===== src/thermal_limits_pkg.sv =====
// Constants, types and state layout for the thermal and input fault limit block.
// Assumes a PMBus slave front end sampled on core_clk at 40 MHz.
// Summary of operation
// - The overtemperature warning threshold is command 51h, written by Write Word and read by Read Word, in degrees Celsius.
// - Each die temperature sample is compared with the selected warning threshold and a warning is seen once it is reached.
// - A warning sets the overtemperature warning flag and pulls the host alert line low.
// - Bits 15:11 of the warning word read as the fixed exponent 00010b, a 4 degree step.
// - Bits 10:6 of the warning word read as zero and bits 5:0 are a writable mantissa reset from the stored default.
// - Any written mantissa reads back unchanged while the applied threshold is the nearest supported setting.
// - A write changing read-only bits is refused with a NACK, discarded, and sets the communication and invalid-data flags.
// - Warning mantissa below 25 gives 95, 25 gives 100, 26 gives 105, 27-28 give 110, 29 gives 115, 30 gives 120, 31 gives 125, 32-63 give 130.
// - The input overvoltage threshold is command 55h, written by Write Word and read by Read Word, in volts.
// - An input overvoltage fault stops switching and always latches off.
// - An input overvoltage fault sets the input overvoltage flag and pulls the host alert line low.
// - Bits 15:11 of the overvoltage word read as the fixed exponent 00001b, a 2 V step.
// - Bits 10:4 of the overvoltage word read as zero, bits 3:0 are writable with default 1001b, below 9 selects 16.5 V and 9-15 select 18.5 V.
package thermal_limits_pkg;

  localparam logic [7:0] CMD_CLEAR  = 8'h03;
  localparam logic [7:0] CMD_OTW    = 8'h51;
  localparam logic [7:0] CMD_VIN_OV = 8'h55;

  localparam logic [4:0] OTW_EXP    = 5'h02;
  localparam logic [4:0] VIN_EXP    = 5'h01;
  localparam logic [5:0] OTW_NVM    = 6'h22;
  localparam logic [3:0] VIN_NVM    = 4'h9;
  localparam int         OTW_MSB    = 5;
  localparam int         VIN_MSB    = 3;

  localparam logic [7:0] VIN_LOW_DV = 8'hA5;
  localparam logic [7:0] VIN_HI_DV  = 8'hB9;

  typedef enum logic [2:0] {IDLE, ADDR, CMD, WLO, WHI, RLO, RHI, WAIT} bus_state_t;

  typedef struct packed {
    bus_state_t  state;
    logic        in_ack;
    logic [3:0]  cnt;
    logic [7:0]  sh;
    logic [7:0]  lo;
    logic [7:0]  cmd;
    logic [15:0] tx;
    logic        sda_drv;
    logic        scl_f;
    logic        sda_f;
    logic [5:0]  otw_mant;
    logic [3:0]  vin_mant;
    logic        otw_flag;
    logic        vin_flag;
    logic        cml;
    logic        ivd;
    logic        sw_en;
    logic        alert;
  } limit_state_t;

endpackage


===== src/pin_sync.sv =====
// Three-stage synchroniser for pins arriving from outside core_clk.
// Assumes the caller filters by comparing the second and third stages.
`timescale 1ns/1ps
`default_nettype none
module pin_sync #(
  parameter int W = 2
) (
  input  wire logic         core_clk,
  input  wire logic         nrst,
  input  wire logic [W-1:0] pin_in,
  output logic      [W-1:0] stage2,
  output logic      [W-1:0] stage3
);
  logic [W-1:0] stage1;

  always_ff @(posedge core_clk or negedge nrst) begin
    if (!nrst) begin
      stage1 <= '1;
      stage2 <= '1;
      stage3 <= '1;
    end else begin
      stage1 <= pin_in;
      stage2 <= stage1;
      stage3 <= stage2;
    end
  end
endmodule
`default_nettype wire


===== src/thermal_limits.sv =====
// Warning and input overvoltage limit commands with their comparators and status flags.
// Assumes telemetry samples arrive on core_clk with a one-cycle valid strobe.
`timescale 1ns/1ps
`default_nettype none
module thermal_limits #(
  parameter logic [6:0] BUS_ADDR = 7'h24,
  parameter logic [5:0] OTW_RESET = thermal_limits_pkg::OTW_NVM,
  parameter logic [3:0] VIN_RESET = thermal_limits_pkg::VIN_NVM
) (
  input  wire logic       core_clk,
  input  wire logic       nrst,
  input  wire logic       scl_in,
  input  wire logic       sda_in,
  output logic            sda_out,
  output logic            sda_oe,
  input  wire logic [7:0] die_temp_c,
  input  wire logic       temp_valid,
  input  wire logic [7:0] vin_dv,
  input  wire logic       vin_valid,
  output logic            host_alert_line_n_out,
  output logic            host_alert_line_n_oe,
  output logic            overtemp_warning_flag,
  output logic            input_overvoltage_flag,
  output logic            cml_flag,
  output logic            ivd_flag,
  output logic            switching_enable
);
  thermal_limits_pkg::limit_state_t r;
  thermal_limits_pkg::limit_state_t n;
  logic [1:0] s2;
  logic [1:0] s3;
  logic       scl_rise;
  logic       scl_fall;
  logic       start_c;
  logic       stop_c;
  logic       clr;
  logic       otw_hit;
  logic       vin_hit;
  logic       rx_done;
  logic [15:0] word;
  logic       bad_otw;
  logic       bad_vin;
  logic [15:0] rd_word;

  // ------------------------------------------------------------
  // Threshold decoding
  // ------------------------------------------------------------
  function automatic logic [7:0] otw_thr(input logic [5:0] m);
    if (m < 6'd25)      otw_thr = 8'd95;
    else if (m < 6'd26) otw_thr = 8'd100;
    else if (m < 6'd27) otw_thr = 8'd105;
    else if (m < 6'd29) otw_thr = 8'd110;
    else if (m < 6'd30) otw_thr = 8'd115;
    else if (m < 6'd31) otw_thr = 8'd120;
    else if (m < 6'd32) otw_thr = 8'd125;
    else                otw_thr = 8'd130;
  endfunction

  function automatic logic [7:0] vin_thr(input logic [3:0] m);
    vin_thr = (m < 4'd9) ? thermal_limits_pkg::VIN_LOW_DV : thermal_limits_pkg::VIN_HI_DV;
  endfunction

  function automatic logic [15:0] read_word(input logic [7:0] c, input logic [5:0] om,
                                            input logic [3:0] vm);
    if (c == thermal_limits_pkg::CMD_OTW)
      read_word = {thermal_limits_pkg::OTW_EXP, 5'h00, om};
    else if (c == thermal_limits_pkg::CMD_VIN_OV)
      read_word = {thermal_limits_pkg::VIN_EXP, 7'h00, vm};
    else
      read_word = 16'h0000;
  endfunction

  pin_sync #(.W(2)) u_sync (
    .core_clk (core_clk),
    .nrst     (nrst),
    .pin_in   ({scl_in, sda_in}),
    .stage2   (s2),
    .stage3   (s3)
  );

  // ------------------------------------------------------------
  // Next state
  // ------------------------------------------------------------
  always_comb begin
    n        = r;
    scl_rise = (s2[1] == s3[1]) && s3[1] && !r.scl_f;
    scl_fall = (s2[1] == s3[1]) && !s3[1] && r.scl_f;
    start_c  = (s2[0] == s3[0]) && !s3[0] && r.sda_f && r.scl_f && !scl_fall;
    stop_c   = (s2[0] == s3[0]) && s3[0] && !r.sda_f && r.scl_f && !scl_fall;
    if (s2[1] == s3[1]) n.scl_f = s3[1];
    if (s2[0] == s3[0]) n.sda_f = s3[0];
    rx_done  = scl_fall && !r.in_ack && (r.cnt == 4'd8);
    word     = {r.sh, r.lo};
    rd_word  = read_word(r.cmd, r.otw_mant, r.vin_mant);
    bad_otw  = word[15:thermal_limits_pkg::OTW_MSB+1] != {thermal_limits_pkg::OTW_EXP, 5'h00};
    bad_vin  = word[15:thermal_limits_pkg::VIN_MSB+1] != {thermal_limits_pkg::VIN_EXP, 7'h00};
    clr      = 1'b0;
    otw_hit  = temp_valid && (die_temp_c >= otw_thr(r.otw_mant));
    vin_hit  = vin_valid && (vin_dv >= vin_thr(r.vin_mant));

    if (start_c) begin
      n.state   = thermal_limits_pkg::ADDR;
      n.cnt     = 4'd0;
      n.in_ack  = 1'b0;
      n.sda_drv = 1'b0;
    end else if (stop_c) begin
      n.state   = thermal_limits_pkg::IDLE;
      n.sda_drv = 1'b0;
    end else if (r.state == thermal_limits_pkg::RLO || r.state == thermal_limits_pkg::RHI) begin
      if (scl_rise && !r.in_ack) n.cnt = 4'(r.cnt + 4'd1);
      if (scl_rise && r.in_ack && r.sda_f) n.cnt = 4'd15;
      if (scl_fall && !r.in_ack) begin
        if (r.cnt == 4'd8) begin
          n.sda_drv = 1'b0;
          n.in_ack  = 1'b1;
        end else begin
          n.tx      = {r.tx[14:0], 1'b0};
          n.sda_drv = !r.tx[14];
        end
      end else if (scl_fall && r.in_ack) begin
        n.in_ack = 1'b0;
        n.cnt    = 4'd0;
        if (r.state == thermal_limits_pkg::RLO && r.cnt != 4'd15) begin
          n.state   = thermal_limits_pkg::RHI;
          n.tx      = {r.tx[14:0], 1'b0};
          n.sda_drv = !r.tx[14];
        end else begin
          n.state = thermal_limits_pkg::WAIT;
        end
      end
    end else if (r.state != thermal_limits_pkg::IDLE && r.state != thermal_limits_pkg::WAIT) begin
      if (scl_rise && !r.in_ack) begin
        n.sh  = {r.sh[6:0], r.sda_f};
        n.cnt = 4'(r.cnt + 4'd1);
      end
      if (rx_done) begin
        n.in_ack  = 1'b1;
        n.sda_drv = 1'b1;
        unique case (r.state)
          thermal_limits_pkg::ADDR: begin
            if (r.sh[7:1] != BUS_ADDR) begin
              n.state   = thermal_limits_pkg::WAIT;
              n.sda_drv = 1'b0;
            end
          end
          thermal_limits_pkg::CMD: begin
            n.cmd = r.sh;
            clr   = (r.sh == thermal_limits_pkg::CMD_CLEAR);
          end
          thermal_limits_pkg::WLO: n.lo = r.sh;
          thermal_limits_pkg::WHI: begin
            if ((r.cmd == thermal_limits_pkg::CMD_OTW && bad_otw) ||
                (r.cmd == thermal_limits_pkg::CMD_VIN_OV && bad_vin)) begin
              n.sda_drv = 1'b0;
              n.state   = thermal_limits_pkg::WAIT;
              n.cml     = 1'b1;
              n.ivd     = 1'b1;
            end else if (r.cmd == thermal_limits_pkg::CMD_OTW) begin
              n.otw_mant = r.lo[thermal_limits_pkg::OTW_MSB:0];
            end else if (r.cmd == thermal_limits_pkg::CMD_VIN_OV) begin
              n.vin_mant = r.lo[3:0];
            end
          end
          default: ;
        endcase
      end else if (scl_fall && r.in_ack) begin
        n.in_ack  = 1'b0;
        n.cnt     = 4'd0;
        n.sda_drv = 1'b0;
        unique case (r.state)
          thermal_limits_pkg::ADDR: begin
            if (r.sh[0]) begin
              n.state   = thermal_limits_pkg::RLO;
              n.tx      = {rd_word[7:0], rd_word[15:8]};
              n.sda_drv = !rd_word[7];
            end else begin
              n.state = thermal_limits_pkg::CMD;
            end
          end
          thermal_limits_pkg::CMD: n.state = thermal_limits_pkg::WLO;
          thermal_limits_pkg::WLO: n.state = thermal_limits_pkg::WHI;
          default: n.state = thermal_limits_pkg::WAIT;
        endcase
      end
    end

    if (clr) begin
      n.otw_flag = 1'b0;
      n.vin_flag = 1'b0;
      n.cml      = 1'b0;
      n.ivd      = 1'b0;
    end
    if (otw_hit) n.otw_flag = 1'b1;
    if (vin_hit) begin
      n.vin_flag = 1'b1;
      n.sw_en    = 1'b0;
    end
    n.alert = n.otw_flag | n.vin_flag | n.cml;
  end

  // ------------------------------------------------------------
  // State register
  // ------------------------------------------------------------
  always_ff @(posedge core_clk or negedge nrst) begin
    if (!nrst) begin
      r          <= '0;
      r.scl_f    <= 1'b1;
      r.sda_f    <= 1'b1;
      r.otw_mant <= OTW_RESET;
      r.vin_mant <= VIN_RESET;
      r.sw_en    <= 1'b1;
    end else begin
      r <= n;
    end
  end

  assign sda_out                = 1'b0;
  assign sda_oe                 = r.sda_drv;
  assign host_alert_line_n_out  = 1'b0;
  assign host_alert_line_n_oe   = r.alert;
  assign overtemp_warning_flag  = r.otw_flag;
  assign input_overvoltage_flag = r.vin_flag;
  assign cml_flag               = r.cml;
  assign ivd_flag               = r.ivd;
  assign switching_enable       = r.sw_en;
endmodule
`default_nettype wire


===== config.mk =====
export PLATFORM = sky130hd
export DESIGN_NAME = thermal_limits
export DESIGN_NICKNAME = d
export VERILOG_FILES = /design/src/thermal_limits_pkg.sv /design/src/pin_sync.sv /design/src/thermal_limits.sv
export SDC_FILE = /design/constraint.sdc
export NUM_CORES = 1
export LEC_CHECK = 0
export BUFFER_PORTS_ARGS = -buffer_cell sky130_fd_sc_hd__buf_2
export CAP_MARGIN = 10
export CORE_UTILIZATION = 54
export DETAILED_ROUTE_END_ITERATION = 16
export PLACE_DENSITY_LB_ADDON = 0.15
export SYNTH_ARGS = -nofsm -noshare
export SYNTH_HDL_FRONTEND = slang
export SYNTH_SLANG_ARGS = --single-unit

===== constraint.sdc =====
create_clock -name core_clk -period 2.81 [get_ports core_clk]
set_clock_uncertainty 0.05 [all_clocks]
set_input_delay 0.562 -clock core_clk [delete_from_list [all_inputs] [get_ports core_clk]]
set_output_delay 0.562 -clock core_clk [all_outputs]
set_load 0.01 [all_outputs]

Yosys cells after proc, flatten, opt, wreduce, memory -nomap -nowiden:

Cells that the tools add are included.

* flip-flop bits (word level): 73
* input port bits: 22
* word-level logic and storage cells: 209

* add/sub/neg operators: 1
* $lt $le $gt $ge: 10
* equal/unequal tests: 35
* muxes and demuxes: 76
* bitwise operators: 7
* reduce and logical (&&, ||, !) cells: 59

Operators by type and width (count)
* $mux W17: 9
* $mux W8: 15
* $mux W12: 6
* $mux W49: 1
* $mux W16: 3
* $mux W45: 1
* $lt A6 B5 Y1 const B: 6
* $logic_and A1 B1 Y1: 24
* $mux W24: 1
* $mux W4: 6
* $reduce_bool A4 Y1: 6
* $mux W1: 17
* $eq A8 B7 Y1 const B: 2
* $ge A8 B8 Y1: 2
* $mux W3: 5
* $mux W2: 7
* $reduce_and A7 Y1: 2
* $mux W13: 1
* $ne A12 B8 Y1 const B: 1
* $ne A4 B4 Y1 const B: 3
* $ne A6 B6 Y1 const B: 2
* $reduce_and A6 Y1: 2
* $ne A10 B7 Y1 const B: 1
* $ne A5 B4 Y1 const B: 2
* 34 further kinds: 63

Longest topological paths before layout:

Gate-level depths: netlist (run 1).

* depth after elaboration: 17
* depth in mapped cells: 11
* gate-level depth less buffers: 9

Modules after synthesis:

From an unflattened synthesis (run 1), not the netlist that was laid out.

* cell total of the unflattened synthesis: 360
* area total of the unflattened synthesis: 3951.3 um^2

Modules (own cells, without submodules)
* thermal_limits: instances 1, cells an instance 354, area each 3793.6 um^2, sequential area each 1635.3 um^2
* pin_sync: instances 1, cells an instance 6, area each 157.7 um^2, sequential area each 157.7 um^2

Worst setup path after synthesis (run 1):

OpenSTA, ideal clock, no wires.

* path kind: reg2reg
* start: register u_sync.stage2[1]
* end: register r[21] in the netlist's numbering
* setup time: 0.129 ns
* arrival time: 2.461 ns
* required time: 2.631 ns
* slack: 0.170 ns
* stages on the path, launching flop included: 12
* buffers on the path: 3
* period minus slack after synthesis: 2.640 ns
* cells stage by stage: dfstp_2 -> inv_1 -> ha_1 -> buf_2 -> nor2b_1 -> o21ai_1 -> a2111o_1 -> a221o_1 -> clkbuf_1 -> buf_2 -> nand2_1 -> o21ai_1

* word-level cells in the longest chain between the ends: 7

Ends and longest elaborated chain
* start: declaration: RTL line pin_sync.sv:11 `output logic [W-1:0] stage2,`
* start signal: assignment: RTL line pin_sync.sv:23 `stage2 <= stage1;`
* $eq A1 B1 Y1 (*): RTL line thermal_limits.sv:87 `scl_fall = (s2[1] == s3[1]) && !s3[1] && r.scl_f;`
* $logic_and A1 B1 Y1 (*) (2 in a row): RTL line thermal_limits.sv:87
* $logic_and A1 B1 Y1 or $logic_not A1 Y1 (tied branches)
* $logic_and A1 B1 Y1, on equally long branches: RTL line thermal_limits.sv:92, thermal_limits.sv:88, thermal_limits.sv:89
* $ne A2 B1 Y1 (no source line) (tied with other cells)
* $reduce_and A10 Y1 (no source line)
* end signal: assignment: RTL line thermal_limits.sv:213 `r <= n;`
* end: declaration: RTL line thermal_limits.sv:28 `thermal_limits_pkg::limit_state_t r;`

Every way passes the cells marked *; elsewhere a longest branch is shown, timed or not.
A chain may end at the register's enable or synchronous reset.

==> impl_metrics.env, run 1 <==
export IMPL_drtIter0Drc=155
export IMPL_fp_row_count=30
export IMPL_critPathSlowestCell="dfrtp_1"
export IMPL_start_util_pct=56.39
export IMPL_crit_family="compound AO/OA/AOI/OAI gates"
export IMPL_synthDistinctLibCells=60
export IMPL_syn_area_per_cell_um2=10.33
export IMPL_fin_hold_ws_ns=0.1848
export IMPL_cts_tree="done"
export IMPL_setup_viol_count_final=0
export IMPL_synth_adder_area_share_pct=5.781
export IMPL_io_pins=31
export IMPL_routabilityCongestion=0.8241
export IMPL_slew_headroom_pct=57.81
export IMPL_cts_buffer_depth=2
export IMPL_worstPathRequired_ns=2.99
export IMPL_area_delta_synth_final_pct=12.18
export IMPL_path_clk_slew_ns=0.08
export IMPL_dr_total_vias=2865
export IMPL_core_area_um2=6832
export IMPL_cp_buffers_inverters=0
export IMPL_synthTopCellsByArea="dfrtp_1 (38%), mux2_2 (9.4%), dfstp_2 (8.9%), ha_1 (5.5%), nand2_1 (4.2%)"
export IMPL_setup_worst_path_end="host_alert_line_n_oe$_DFF_PN0_"
export IMPL_synth_compound_area_share_pct=16.14
export IMPL_tns_ns=0
export IMPL_synth_top_area_share_pct=37.67
export IMPL_yosysTopAreaCell="dfrtp_1"
export IMPL_port_buffers=28
export IMPL_gr_total_overflow=0
export IMPL_hpwl_mm=5.669
export IMPL_drc_errors=0
export IMPL_synthMuxAreaShare_pct=10.17
export IMPL_crit_arrival_ns=2.78
export IMPL_period_share_pct=92.51
export IMPL_power_density_nw_per_um2=470.9
export IMPL_area_sequential_um2=1793
export IMPL_netlist_instances=373
export IMPL_rr_startpoint="r[10]$_DFFE_PN0P_"
export IMPL_avgViaCountPerCell=5.696
export IMPL_crit_path_max_incr_delay_ns=0.47
export IMPL_drive_gt1_share_pct=25.80
export IMPL_finalNetCount=441
export IMPL_p_leak_uw=0.001962
export IMPL_fin_cells=503
export IMPL_synth_edf_count=0
export IMPL_dieArea_um2=7476
export IMPL_max_freq_mhz=384.7
export IMPL_path_class="reg2reg"
export IMPL_htree_levels=3
export IMPL_vdd_ir_drop_max_v=0.0003352
export IMPL_outcome="completed"
export IMPL_placed_cells_incl_taps=487
export IMPL_nFillCells=590
export IMPL_cp_cell_sequence="xor2_1 -> a31oi_1 -> ha_1 -> nand2b_1 -> a211oi_1 -> o21ai_0 -> a31o_2 -> a22o_1 -> or3_1"
export IMPL_wl_per_cell_um=15.22
export IMPL_synthXorXnorAreaFrac_pct=0.4547
export IMPL_syn_area_um2=3852
export IMPL_post_cts_buffers=0
export IMPL_reg2reg_depth=9
export IMPL_min_path_type="in2async"
export IMPL_cts_made_buffers=9
export IMPL_worstSetupStartpointType="flip-flop"
export IMPL_tightest_slew_ns=0.6329
export IMPL_dr_pass1_iters=4
export IMPL_synthFlopType="dfrtp_1"
export IMPL_rsz0062_at_grt="false"
export IMPL_yosysMostFrequentCell="dfrtp_1"
export IMPL_post_route_min_period_ns=2.600
export IMPL_root_buffer="clkbuf_8"
export IMPL_grt_first_pass_wirelength_mm=13.46
export IMPL_grt_pass1_vias=2820
export IMPL_ys_seq_elements=71
export IMPL_die_h_um=86.47
export IMPL_antenna_found_initial=0
export IMPL_r2r_end="host_alert_line_n_oe$_DFF_PN0_"
export IMPL_finalHoldViolCount=0
export IMPL_cts_sinks=71
export IMPL_wl_mm=7.658
export IMPL_async_reset_ff_share_pct=100.0
export IMPL_synthSimpleGateAreaFrac_pct=17.08
export IMPL_slew_viol_final=0
export IMPL_ff2ff_setup_slack_ns=0.21
export IMPL_cp_max_fo=8
export IMPL_maxCapViolCount=0
export IMPL_grt_usage_pct=23.09
export IMPL_multiInputGateArea_um2=1926
export IMPL_antenna_cells=0
export IMPL_endpoint_kind="flip-flop"
export IMPL_grt_max_degree=45
export IMPL_worstSetupPathDepth=9
export IMPL_critPathLaunch="r[10]$_DFFE_PN0P_"
export IMPL_synth_top_family_by_area="simple AND/OR/NAND/NOR gates"
export IMPL_antenna_left=0
export IMPL_die_w_um=86.47
export IMPL_yosysSeqAreaShare_pct=46.54
export IMPL_clk_latency_ns=0.34
export IMPL_yosys_warnings=0
export IMPL_yosys_top_cells_count="dfrtp_1 (58), nand2_1 (43), mux2_2 (32)"
through the flow:
step | power (uW) | setup WS [ns] | util (%) | cell area [um^2]
floorplan | 1163 | 0.1695 | - | 3856
global placement | 1225 | 0.2803 | 60.15 | 4109
detailed placement | 1230 | 0.2121 | 60.15 | 4109
CTS | 2055 | 0.1985 | 63.17 | 4315
global route | 2129 | 0.03957 | 63.26 | 4322
finish | 2035 | 0.2105 | 63.26 | 4322
what timing repair did:
item	in CTS	in global routing
hold buffers	0	0
resized for setup	0	1
setup endpoints to repair	0	3
per-layer routing:
layer	wire length (um)	track usage, %	up-vias
met5	0	0	-
met1	3714	31.92	1406
li1	-	-	1410
met3	164	3.810	11
met4	105	7.273	0
met2	3674	37.37	38
power breakdown:
group	internal (uW)	leakage (uW)	switching, uW
Clock	438	0.000103	386
Sequential	1050	0.000930	28.2
Combinational	55.5	0.000929	80.6
Total	1540	0.00196	495
layout by cell type (no fill, tap or decap), drive strengths merged, types with 7 or more instances in the layout:
master,n
a21oi,14
buf,38
clkbuf,10
dfrtp,58
dfstp,13
ha,17
inv,14
mux2,33
nand2,43
nand2b,8
nand3,10
nor2,7
nor2b,9
nor3,7
o21ai,36
layout make-up:
cell class	count	area share (%)
Inverter	13	1.129
Clock buffer	10	3.185
Sequential cell	71	41.49
Tap cell	96	2.779
Timing Repair Buffer	38	5.269
Multi-Input combinational cell	269	44.56
Clock inverter	6	1.592
worst min path at each step:
stage                                    start                         end  cells past startpoint
floorplan                                 nrst          cml_flag$_DFF_PN0_                      0
global placement    u_sync.stage1[0]$_DFF_PN1_  u_sync.stage2[0]$_DFF_PN1_                      0
detailed placement  u_sync.stage1[0]$_DFF_PN1_  u_sync.stage2[0]$_DFF_PN1_                      0
CTS                                       nrst           r[25]$_DFFE_PN0P_                      1
global route                              nrst           r[25]$_DFFE_PN0P_                      1
finish                                    nrst           r[25]$_DFFE_PN0P_                      1
state kept, by name, summed over array words and instances (netlist names):
register	cells
ivd_flag	1
cml_flag	1
u_sync.stage3	2
sda_oe	1
u_sync.stage2	2
overtemp_warning_flag	1
host_alert_line_n_oe	1
u_sync.stage1	2
r	58
switching_enable	1
input_overvoltage_flag	1
logic make-up (layout without fill, tap and decap cells):
| logic type | after synthesis | count (layout) |
|---|---|---|
| adder cells (fa/ha/maj) | 18 | 18 |
| buffers and inverters | 34 | 67 |
| multiplexers | 35 | 35 |
| AO/OA/AOI/OAI | 95 | 95 |
| XOR/XNOR | 2 | 2 |
| other | 1 | 2 |
| AND/OR/NAND/NOR | 117 | 117 |
| flip-flops | 71 | 71 |
(Power assumes the default switching activity.)
==> run 2, diff against run 1 <==
Settings changed: PLACE_DENSITY_LB_ADDON 0.15 to 0.2.
==> run 2 against run 1 <==
  * Non-clock buffer count increased by 4
  * Sequential power is essentially flat
  * Sequential share of layout area is 0.13 points higher
  * Critical endpoint unchanged
==> impl_metrics.env, run 2 (synthesis results as in run 1) <==
export IMPL_tns_ns=0
export IMPL_slew_headroom_pct=64.36
export IMPL_antenna_cells=0
export IMPL_port_buffers=28
export IMPL_power_density_nw_per_um2=452.1
export IMPL_hold_depth=1
export IMPL_endpoint_kind="flip-flop"
export IMPL_dieArea_um2=7476
export IMPL_cts_buffer_depth=2
export IMPL_grt_max_degree=40
export IMPL_final_common_cell="dfrtp_1"
export IMPL_slew_viol_final=0
export IMPL_die_h_um=86.47
export IMPL_avgViaCountPerCell=5.649
export IMPL_worstPathRequired_ns=2.99
export IMPL_io_pins=31
export IMPL_min_path_type="in2reg"
export IMPL_grt_usage_pct=22.61
export IMPL_finalNetCount=445
export IMPL_die_w_um=86.47
export IMPL_worstSetupStartpointType="flip-flop"
export IMPL_cp_max_fo=8
export IMPL_grt_first_pass_wirelength_mm=13.15
export IMPL_fin_hold_ws_ns=0.2617
export IMPL_clk_latency_ns=0.34
export IMPL_p_leak_uw=0.001959
export IMPL_start_util_pct=56.39
export IMPL_rsz0062_at_grt="false"
export IMPL_top_register="r"
export IMPL_final_core_util_pct=63.06
export IMPL_setup_ws_ns=0.1815
export IMPL_htree_levels=3
export IMPL_root_buffer="clkbuf_8"
export IMPL_post_cts_buffers=0
export IMPL_cts_made_buffers=9
export IMPL_outcome="completed"
export IMPL_tightest_slew_ns=0.5346
export IMPL_gr_total_overflow=0
export IMPL_max_freq_mhz=380.4
export IMPL_cts_tree="done"
export IMPL_period_share_pct=93.54
export IMPL_post_route_min_period_ns=2.628
export IMPL_largest_reg_flops=58
export IMPL_antenna_found_initial=0
export IMPL_wl_per_cell_um=15.05
export IMPL_wl_mm=7.631
export IMPL_core_area_um2=6832
export IMPL_cts_sinks=71
export IMPL_cts_resized=0
export IMPL_fp_row_count=30
export IMPL_setup_viol_count_final=0
export IMPL_holdCritStartpoint="scl_in"
export IMPL_mostFrequentLayoutCells="dfrtp_1 (58), nand2_1 (43), mux2_2 (32)"
export IMPL_path_clk_slew_ns=0.09
export IMPL_drtIter0Drc=157
export IMPL_vdd_ir_drop_max_v=0.0003672
export IMPL_total_power_uw=1948
export IMPL_crit_arrival_ns=2.81
export IMPL_antenna_left=0
export IMPL_place_ws_ns=0.2259
export IMPL_dr_pass1_iters=4
export IMPL_r2r_end="host_alert_line_n_oe$_DFF_PN0_"
export IMPL_finalHoldViolCount=0
export IMPL_rr_startpoint="r[10]$_DFFE_PN0P_"
export IMPL_routabilityCongestion=0.7799
export IMPL_path_class="reg2reg"
export IMPL_area_delta_synth_final_pct=11.82
export IMPL_reg2reg_depth=9
export IMPL_ff2ff_setup_slack_ns=0.18
export IMPL_dr_total_vias=2864
export IMPL_drive_gt1_share_pct=26.03
export IMPL_hold_end="u_sync.stage1[1]$_DFF_PN1_"
export IMPL_maxCapViolCount=0
export IMPL_hpwl_mm=5.626
export IMPL_grt_pass1_vias=2758
export IMPL_drc_errors=0
run 2: what timing repair did:
action                                  CTS  global route
hold endpoints to repair                  7             0
hold buffers                              1             0
endpoints found under the setup margin    0             0
run 2: worst max-delay path: stages, from the launching register on:
cell and delay (ns):
dfrtp_1 0.48, xor2_1 0.20, a31oi_1 0.18, ha_1 0.24
nand2b_1 0.14, a211oi_1 0.30, o21ai_0 0.14, a31o_2 0.25
a22o_1 0.18, or3_1 0.34
run 2: power by group:
part	internal, uW	leakage (uW)	total [uW]	switching, uW
logic	55.8	0.000943	135	79.0
registers	1050	0.000930	1080	30.6
clock network	329	0.0000866	736	407
total	1430	0.00196	1950	517
run 2: final cells by class:
class                           count  area [um^2]
Multi-Input combinational cell    269         1919
Clock buffer                        9        123.9
Sequential cell                    71         1793
Fill cell                         586         2524
Timing Repair Buffer               42        247.7
Clock inverter                      7        55.05
Tap cell                           96        120.1
Inverter                           13        48.80
run 2: through the flow:
step,cell area [um^2],std cells
3_3_place_gp,4119,490
4_1_cts,4308,507
2_1_floorplan,3856,374
6_report,4308,507
3_5_place_dp,4119,490
5_1_grt,4308,507
run 2: routing by layer:
| metal | vias to the layer above | global-route usage (%) | wire length, um |
|---|---|---|---|
| met5 | - | 0 | 0 |
| met1 | 1410 | 31.55 | 3794 |
| met4 | 0 | 7.273 | 45 |
| met3 | 4 | 3.810 | 228 |
| li1 | 1414 | - | - |
| met2 | 36 | 36.15 | 3562 |
run 2: worst max path at each step:
| stage | end | cells after the start | slack [ns] | from |
|---|---|---|---|---|
| 3_5_place_dp | host_alert_line_n_oe$_DFF_PN0_ | 9 | 0.23 | r[10]$_DFFE_PN0P_ |
| 4_1_cts | host_alert_line_n_oe$_DFF_PN0_ | 9 | 0.19 | r[10]$_DFFE_PN0P_ |
| 2_1_floorplan | r[21]$_DFFE_PN0P_ | 11 | 0.17 | u_sync.stage2[1]$_DFF_PN1_ |
| 3_3_place_gp | host_alert_line_n_oe$_DFF_PN0_ | 8 | 0.27 | r[59]$_DFFE_PN0P_ |
| 5_1_grt | host_alert_line_n_oe$_DFF_PN0_ | 9 | 0.03 | r[10]$_DFFE_PN0P_ |
| 6_report | host_alert_line_n_oe$_DFF_PN0_ | 9 | 0.18 | r[10]$_DFFE_PN0P_ |
